--- src/hw/dac_buf_regs.vh ---
// Register offsets, field positions and reset values of the converter buffer control
`ifndef DAC_BUF_REGS_VH
`define DAC_BUF_REGS_VH

// Register indices (byte address is index times four)
`define DAC_IDX_DATA_BASE  8'h00
`define DAC_IDX_STATUS     8'h20
`define DAC_IDX_CTRL0      8'h21
`define DAC_IDX_CTRL1      8'h22
`define DAC_IDX_CTRL2      8'h23

// Buffer geometry
`define DAC_BUF_WORDS      2
`define DAC_PTR_W          1
`define DAC_CODE_W         12

// Control register zero fields
`define C0_CONV_EN         7
`define C0_REF_SEL         6
`define C0_TRIG_SEL        5
`define C0_SW_TRIG         4
`define C0_LOW_POWER       3
`define C0_TOP_IEN         1
`define C0_BOT_IEN         0

// Control register one fields
`define C1_DMA_EN          7
`define C1_MODE_SEL        2
`define C1_BUF_EN          0

// Control register two fields
`define C2_PTR_LSB         4
`define C2_LIM_LSB         0

// Status fields
`define SR_TOP_FLAG        1
`define SR_BOT_FLAG        0

// Reset values
`define C0_RESET           8'h00
`define C1_RESET           8'h00
`define C2_RESET           8'h01

`endif

--- src/hw/dac_buffer_pointer_control.v ---
// Data buffer, read pointer, flags and requests of the 12-bit converter control
`timescale 1ns/10ps
`include "dac_buf_regs.vh"

module dac_buffer_pointer_control
(
    // Clock and reset
    input  wire        clk_i,
    input  wire        rst_i,
    // Register port
    input  wire [9:0]  addr_i,
    input  wire [31:0] wdata_i,
    input  wire        wr_i,
    input  wire        rd_i,
    output reg  [31:0] rdata_o,
    // Trigger and power modes
    input  wire        hw_trigger_i,
    input  wire        stop_mode_i,
    input  wire        low_power_stop_i,
    // DMA handshake
    input  wire        dma_done_i,
    output wire        dma_req_o,
    output wire        irq_o,
    // Converter stage
    output reg  [11:0] conv_code_o,
    output reg         conv_enable_o,
    output reg         ref_select_o,
    output reg         low_power_o
);

    // ------------------------------------------------------------
    // Registers
    // ------------------------------------------------------------
    reg  [7:0]  control_reg_zero_q;
    reg  [7:0]  control_reg_one_q;
    reg  [0:0]  buffer_read_pointer_q;
    reg  [0:0]  buffer_upper_limit_q;
    reg         pointer_top_flag_q;
    reg         pointer_bottom_flag_q;
    reg         dma_pending_q;
    reg  [11:0] data_buf_q [0:1];

    wire [7:0]  idx   = addr_i[9:2];
    wire        word_a = (addr_i[1:0] == 2'h0);

    wire conv_en   = control_reg_zero_q[`C0_CONV_EN];
    wire buf_en    = control_reg_one_q[`C1_BUF_EN];
    wire one_shot  = control_reg_one_q[`C1_MODE_SEL];
    wire dma_en    = control_reg_one_q[`C1_DMA_EN];
    // Low-power stop gates the enable, the code and trigger advance off, so no trigger lands while the core sleeps
    wire active    = conv_en & ~low_power_stop_i;

    // Decoding used by several processes
    function hit;
        input [7:0] a;
        input [7:0] want;
        begin
            hit = (a == want);
        end
    endfunction

    // ------------------------------------------------------------
    // Trigger and pointer
    // ------------------------------------------------------------
    wire sw_trig_wr = wr_i & word_a & hit(idx, `DAC_IDX_CTRL0) & wdata_i[`C0_SW_TRIG];
    wire trig = control_reg_zero_q[`C0_TRIG_SEL] ? sw_trig_wr : hw_trigger_i;
    wire advance = active & buf_en & trig;
    wire at_limit = (buffer_read_pointer_q == buffer_upper_limit_q);
    wire c2_wr = wr_i & word_a & hit(idx, `DAC_IDX_CTRL2);
    wire [0:0] wr_ptr = wdata_i[`C2_PTR_LSB +: 1];
    wire [0:0] wr_lim = wdata_i[`C2_LIM_LSB +: 1];

    reg  [0:0]  ptr_d;
    always @*
    begin
        ptr_d = buffer_read_pointer_q;
        if (c2_wr)
        begin
            // Clamp keeps the pointer inside the new limit
            ptr_d = (wr_ptr > wr_lim) ? wr_lim : wr_ptr;
        end
        else if (advance)
        begin
            if (at_limit)
                ptr_d = one_shot ? buffer_read_pointer_q : 1'b0;
            else
                ptr_d = buffer_read_pointer_q + 1'b1;
        end
    end

    wire top_cond = (ptr_d == 1'b0);
    wire bot_cond = (ptr_d == (c2_wr ? wr_lim : buffer_upper_limit_q));

    // ------------------------------------------------------------
    // Sequential state
    // ------------------------------------------------------------
    always @(posedge clk_i)
    begin
        if (rst_i)
        begin
            control_reg_zero_q    <= `C0_RESET;
            control_reg_one_q     <= `C1_RESET;
            buffer_read_pointer_q <= 1'b0;
            buffer_upper_limit_q  <= 1'b1;
            pointer_top_flag_q    <= 1'b0;
            pointer_bottom_flag_q <= 1'b0;
            dma_pending_q         <= 1'b0;
        end
        else
        begin
            if (wr_i & word_a & hit(idx, `DAC_IDX_CTRL0))
                control_reg_zero_q <= {wdata_i[7:5], 1'b0, wdata_i[3], 1'b0, wdata_i[1:0]};
            // Mode writes touch only this register, pointer is untouched
            if (wr_i & word_a & hit(idx, `DAC_IDX_CTRL1))
                control_reg_one_q <= {wdata_i[7], 4'h0, wdata_i[2], 1'b0, wdata_i[0]};
            buffer_read_pointer_q <= ptr_d;
            if (c2_wr)
                buffer_upper_limit_q <= wr_lim;
            // With DMA the flags hold until done, else a level flag would reappear at once;
            // a new set in the done cycle wins
            if (dma_en)
            begin
                pointer_top_flag_q    <= (pointer_top_flag_q & ~dma_done_i) |
                                         (top_cond & (advance | c2_wr));
                pointer_bottom_flag_q <= (pointer_bottom_flag_q & ~dma_done_i) |
                                         (bot_cond & (advance | c2_wr));
            end
            else
            begin
                pointer_top_flag_q    <= top_cond;
                pointer_bottom_flag_q <= bot_cond;
            end
            if (dma_done_i)
                dma_pending_q <= 1'b0;
            else if (dma_en & (advance | c2_wr) & (top_cond | bot_cond))
                dma_pending_q <= 1'b1;
        end
    end

    // ------------------------------------------------------------
    // Data buffer words
    // ------------------------------------------------------------
    genvar g;
    generate
        for (g = 0; g < `DAC_BUF_WORDS; g = g + 1)
        begin : g_word
            localparam [7:0] WORD_IDX = g;
            always @(posedge clk_i)
            begin
                if (rst_i)
                    data_buf_q[g] <= 12'h000;
                else if (wr_i & word_a & hit(idx, `DAC_IDX_DATA_BASE + WORD_IDX))
                    data_buf_q[g] <= wdata_i[11:0];
            end
        end
    endgenerate

    // ------------------------------------------------------------
    // Converter outputs
    // ------------------------------------------------------------
    always @(posedge clk_i)
    begin
        if (rst_i)
        begin
            conv_code_o   <= 12'h000;
            conv_enable_o <= 1'b0;
            ref_select_o  <= 1'b0;
            low_power_o   <= 1'b0;
        end
        else
        begin
            conv_enable_o <= active;
            ref_select_o  <= control_reg_zero_q[`C0_REF_SEL];
            low_power_o   <= control_reg_zero_q[`C0_LOW_POWER];
            // Code is frozen through normal stop so the output holds its level
            if (!active)
                conv_code_o <= 12'h000;
            else if (!stop_mode_i)
                conv_code_o <= buf_en ? data_buf_q[buffer_read_pointer_q]
                                      : data_buf_q[0];
        end
    end

    // ------------------------------------------------------------
    // Requests
    // ------------------------------------------------------------
    assign irq_o = ~dma_en & ((pointer_top_flag_q & control_reg_zero_q[`C0_TOP_IEN]) |
                              (pointer_bottom_flag_q & control_reg_zero_q[`C0_BOT_IEN]));
    assign dma_req_o = dma_en & dma_pending_q;

    // ------------------------------------------------------------
    // Read port
    // ------------------------------------------------------------
    reg [31:0] rd_d;
    always @*
    begin
        rd_d = 32'h0000_0000;
        if (word_a)
        begin
            case (idx)
                `DAC_IDX_STATUS: rd_d = {30'h0, pointer_top_flag_q, pointer_bottom_flag_q};
                `DAC_IDX_CTRL0:  rd_d = {24'h0, control_reg_zero_q};
                `DAC_IDX_CTRL1:  rd_d = {24'h0, control_reg_one_q};
                `DAC_IDX_CTRL2:  rd_d = {24'h0, 3'h0, buffer_read_pointer_q,
                                         3'h0, buffer_upper_limit_q};
                8'h00:           rd_d = {20'h0, data_buf_q[0]};
                8'h01:           rd_d = {20'h0, data_buf_q[1]};
                default:         rd_d = 32'h0000_0000;
            endcase
        end
    end

    always @(posedge clk_i)
    begin
        if (rst_i)
            rdata_o <= 32'h0000_0000;
        else if (rd_i)
            rdata_o <= rd_d;
        else
            rdata_o <= 32'h0000_0000;
    end

endmodule // dac_buffer_pointer_control

--- config.mk ---
export PLATFORM = sky130hd
export DESIGN_NAME = dac_buffer_pointer_control
export DESIGN_NICKNAME = d
export VERILOG_FILES = /design/src/hw/dac_buffer_pointer_control.v
export VERILOG_INCLUDE_DIRS = /design/src /design/src/hw
export SDC_FILE = /design/constraint.sdc
export NUM_CORES = 1
export LEC_CHECK = 0
export BUFFER_PORTS_ARGS = -buffer_cell sky130_fd_sc_hd__buf_2
export CORE_MARGIN = 8
export CORE_UTILIZATION = 52
export DETAILED_ROUTE_END_ITERATION = 16
export PLACE_DENSITY = 0.88
export SETUP_SLACK_MARGIN = 0.3
export SYNTH_ARGS = -nofsm -noshare
export SYNTH_HDL_FRONTEND = slang
export SYNTH_SLANG_ARGS = --single-unit
--- constraint.sdc ---
create_clock -name clk_i -period 2.79 [get_ports clk_i]
set_input_delay 0.279 -clock clk_i [delete_from_list [all_inputs] [get_ports clk_i]]
set_output_delay 0.279 -clock clk_i [all_outputs]
set_load 0.005 [all_outputs]
-- Yosys cells after proc, flatten, opt, wreduce, memory -nomap -nowiden
Memories as Yosys holds them, arrays and structs flattened. A register that Yosys moved wholly into a read port is not among the register bits.
Cells that the tools add are included.
- register bits: 61
- bits of input ports: 50
- output and inout port bits: 49
- word-level logic and storage cells: 83
- memories: 1
- memory bits (writable): 24
- memory list (name ; depth ; bits a word ; rd ports ; clocked after memory_dff ; write ports ; line ; text):
    data_buf_q ; 2 ; 12 ; 3 ; 1 ; 2 ; dac_buffer_pointer_control.v:41 ; reg [11:0] data_buf_q [0:1];
- eq/ne operators: 7
- magnitude comparators: 1
- multiplexer cells: 22
- bitwise operators: 34
- reduce and logical (&&, ||, !) cells: 5
- add/subtract/negate cells: 1
- operators with widths (kind ; number):
    case mux 12 bit (6 select lines) ; 1
    2-to-1 mux 12 bit ; 3
    equality test 8 x 6 -> 1 bit, second input constant ; 4
    bitwise AND 1 bit ; 20
    2-to-1 mux 1 bit ; 18
    equality test 8 x 1 -> 1 bit, second input constant ; 1
    zero test 8 bit ; 1
    inverter 1 bit ; 7
    bitwise OR 1 bit ; 7
    OR reduction 2 bit ; 2
    OR reduction 3 bit ; 1
    equality test 1 bit ; 2
    zero test 2 bit ; 1
    adder 1 bit, second input constant ; 1
    > comparator 1 bit ; 1

-- Longest topological paths before layout
- depth in word-level cells: 12
- mapped depth: 8
- gate-level depth less buffers: 7

-- Least setup slack after synthesis
Ideal clock, no wire load.
- kind: input port to flip-flop
- start point: in addr_i[9]
- end point: mem data_buf_q[1][0], enable pin
- path slack: 0.985 ns
- required time: 2.444 ns
- buffers on the path: 1
- stages: 5
- library setup time: 0.346 ns
- data arrival time: 1.458 ns
- cell sequence: nor3_4 > nand2_2 > nor3_2 > buf_2 > a21o_1
- RTL lines (item ; line ; text):
    start: declaration ; dac_buffer_pointer_control.v:11 ; input wire [9:0] addr_i,
    end: declaration ; dac_buffer_pointer_control.v:41 ;

==> summary.log <==
qor: clock_tree.cts_made_buffers 9
qor: global_route.grt_start_max_net_pins 25
qor: run.cap_violations 0
qor: place.gp_congestion 0.8979
qor: pwr.worst_case_vdd_ir_drop 262.2 µV
qor: route.route.detailed.wl_per_inst 16.29 µm
qor: clock_tree.number_of_sinks_on_the_clock_net 65
qor: clock_tree.maximum_count_of_clock_buffers_along_a_single_path 2
qor: hold_path.timing.hold.worst.class in -> reg
qor: layout.layoutNonFillerInstCount 443
qor: critical_path.critPathMaxFanout 12
qor: route.drt_drc_violations_left 0
qor: timing.finClkSkew 0.005261 ns
qor: critical_path.crit_required 3.00 ns
qor: floorplan.std_cell_rows 27
qor: floorplan.ioPinCount 99
qor: timing.fin_worst_hold_slack 0.2133 ns
qor: timing.max_freq 492.5 MHz
qor: critical_path.worst_ep_arrival_time 2.24 ns
qor: floorplan.die-area 8515 µm²
qor: clock_tree.holdBufCountCts 0
qor: timing.report.final.hold_viol_count 0
qor: synthesis.synth_cell_types 42
qor: layout.finish.net_count 418
qor: route.met2RoutedLength 3.456 mm
qor: route.via_count 2379
qor: synthesis.synth-main-ff-cell dfxtp_1
qor: timing.grt_setup_unrepaired false
qor: synthesis.synth_sequential_area_ratio 50.95%
qor: floorplan.core 5574 µm²
qor: pwr.power_density 521.4 nW/µm²
qor: clock_tree.post_cts.repair.setup_buffers 0
qor: layout.final_layout_size_suffix_gt1_share 23.72%
qor: critical_path.critPathCaptureType flop
qor: synthesis.synth_seq_cells 65
qor: place.dpl.cell_count 428
qor: pwr.total_power 1793 µW
qor: critical_path.setup_crit_start_kind input port
qor: clock_tree.cts_resized 0
qor: route.post_route_antenna_net_violation_count 0
qor: place.place.detailed.hpwl 5.138 mm
qor: floorplan.chipHeight 92.28 µm
qor: synthesis.ys.warnings.count 0
qor: clock_tree.clk_latency 0.35 ns
qor: route.wirelength_met1 2.940 mm
qor: timing.setup_violations 0
qor: synthesis.synthArstFlopShare 0%
qor: floorplan.die_width 92.28 µm
qor: layout.post-route-util 61.68%
qor: timing.timing.final.crit_period 2.030 ns
qor: global_route.grt_pass1_wl 11.42 mm
qor: place.numPortBuffers 58
qor: clock_tree.clk_pin_slew 0.07 ns
qor: clock_tree.cts_tree done
qor: synthesis.avg_synthesized_cell_area 9.697 µm²
qor: timing.post_route_fraction_of_the_period_consumed_by_the_critical_path 72.78%
qor: clock_tree.clock_tree.root_cell clkbuf_8
qor: timing.slew_of_the_pin_with_the_lowest_slew_margin 1.107 ns
qor: critical_path.timing_worst_setup_path_type in -> reg
qor: timing.max_slew_margin 26.15%
qor: synthesis.post_synth_instance_area 3025 µm²
qor: route.detail_route.first_pass.iterations 4
qor: global_route.grt_pass1_vias 2344
qor: timing.finalMaxSlewViolations 0
qor: global_route.antenna_found_initial 0
qor: route.route.top_layer_used met4
qor: synthesis.synth-edff-count 24
qor: synthesis.synth_area_leaders dfxtp_1 (27%), edfxtp_1 (24%), a21oi_1 (6.6%)
qor: floorplan.initial_core_util 54.28%
qor: clock_tree.cts.htree.levels 3
qor: global_route.grt_use_total 17.21%
qor: synthesis.netlist.top_cell.by_area dfxtp_1
qor: synthesis.synth_cells 312
qor: route.viasPerCell 5.370
qor: route.wl_final 7.218 mm
qor: timing.setup_total_negative_slack 0 ns
qor: global_route.grt_remaining_overflow 0
qor: route.detailroute.wirelength.met3 556 µm
qor: synthesis.synth_top_area_share 27.13%
qor: layout.number_of_diodes_added_for_antenna_fixing 0
qor: route.drc_violation_total_after_the_first_tritonroute_iteration 253
qor: pwr.leak 0.001424 µW
qor: layout.synthesis_to_finish_area_growth 13.65%
qor: layout.fillers 458
qor: run_status.outcome completed
==> cell usage in the layout, fill, tap and decap left out, types with 2 or more instances in the layout <==
| cell type | count |
|---|---|
| o21ai_0 | 3 |
| edfxtp_1 | 24 |
| nor3b_2 | 4 |
| dfxtp_1 | 41 |
| and2_1 | 28 |
| a21o_1 | 5 |
| nand4_1 | 2 |
| a21oi_1 | 40 |
| o2111ai_1 | 2 |
| clkbuf_1 | 2 |
| conb_1 | 20 |
| a22oi_1 | 10 |
| mux2i_1 | 6 |
| buf_2 | 58 |
| and3_1 | 2 |
| clkinv_2 | 2 |
| buf_4 | 4 |
| clkbuf_8 | 10 |
| nor3_1 | 2 |
| nor2b_1 | 4 |
| nand2_1 | 25 |
| nor2_1 | 29 |
| nand3_1 | 23 |
| inv_1 | 5 |
==> flip-flops by register name, summed over array words and instances (netlist names) <==
| register | count |
|---|---|
| rdata_o | 12 |
| control_reg_one_q | 3 |
| ref_select_o | 1 |
| buffer_upper_limit_q | 1 |
| conv_enable_o | 1 |
| dma_pending_q | 1 |
| control_reg_zero_q | 6 |
| pointer_top_flag_q | 1 |
| low_power_o | 1 |
| conv_code_o | 12 |
| data_buf_q | 24 |
| buffer_read_pointer_q | 1 |
| pointer_bottom_flag_q | 1 |
==> through the flow <==
step                setup WS [ns]  area (µm²)
finish                     0.7595        3438
floorplan                  0.9854        3097
detailed placement         0.4445        3276
global route               0.6193        3438
global placement           0.4957        3276
CTS                        0.7738        3438
==> per-layer routing <==
metal  vias up  GRT usage (%)
li1       1168              -
met1      1074          19.39
met2       112          28.31
met3        25          3.830
met4         0          12.21
met5         -              0
==> worst paths after layout <==
check,from,endpoint,slack (ns),cells past startpoint
worst max-delay path,addr_i[9],data_buf_q[1][7],0.76,6
worst min-delay path,wdata_i[8],data_buf_q[1][8],0.21,2
worst max register to register,buffer_read_pointer_q,dma_pending_q,0.95,7
worst min register to register,control_reg_zero_q[1],control_reg_zero_q[1],0.48,2
==> synth_stat cells, types with 2 or more instances <==
cell,n
nand2_1,25
nor3b_2,4
o21ai_0,3
dfxtp_1,41
a21oi_1,40
buf_4,23
edfxtp_1,24
mux2i_1,6
and3_1,2
clkbuf_1,9
nor2_1,29
a21o_1,5
nor3_1,2
a22oi_1,10
nand4_1,2
o2111ai_1,2
nor2b_1,4
buf_2,4
nand3_1,23
and2_1,28
inv_1,5
==> layout make-up <==
cell class / instances / area, µm² / share of cell area [%]
clock buffers: 12 / 145.1 / 4.221
clock inverters: 3 / 17.52 / 0.5095
inverters: 5 / 18.77 / 0.5459
multi-input cells: 224 / 1305 / 37.95
flip-flops and latches: 65 / 1541 / 44.83
well taps: 72 / 90.09 / 2.620
repair buffers: 62 / 320.3 / 9.316
==> critical path, cell delays in order <==
cell     delay [ns]
buf_2          0.11
nor3_4         0.34
nand2_2        0.13
nor3_2         0.46
nor3b_2        0.69
and2_1         0.23
==> power breakdown <==
| group | total [µW] | leakage, µW | switching, µW | internal (µW) |
|---|---|---|---|---|
| sequential | 1010 | 0.000558 | 10.5 | 1000 |
| clock | 679 | 0.0000822 | 341 | 339 |
| combinational | 103 | 0.000784 | 67.7 | 35.0 |
==> kinds of logic after synthesis <==
| logic type | count (synthesis) | synth area share (%) |
|---|---|---|
| and+or+nand+nor | 129 | 23.86 |
| AOI/OAI and AO/OA | 66 | 13.28 |
| DFF | 65 | 50.95 |
| buffers and inverters | 42 | 8.271 |
| muxes | 8 | 3.102 |
| adders and majority gates | 1 | 0.4135 |
| other | 1 | 0.1240 |
Note: power is estimated with default switching activity, not from simulation.
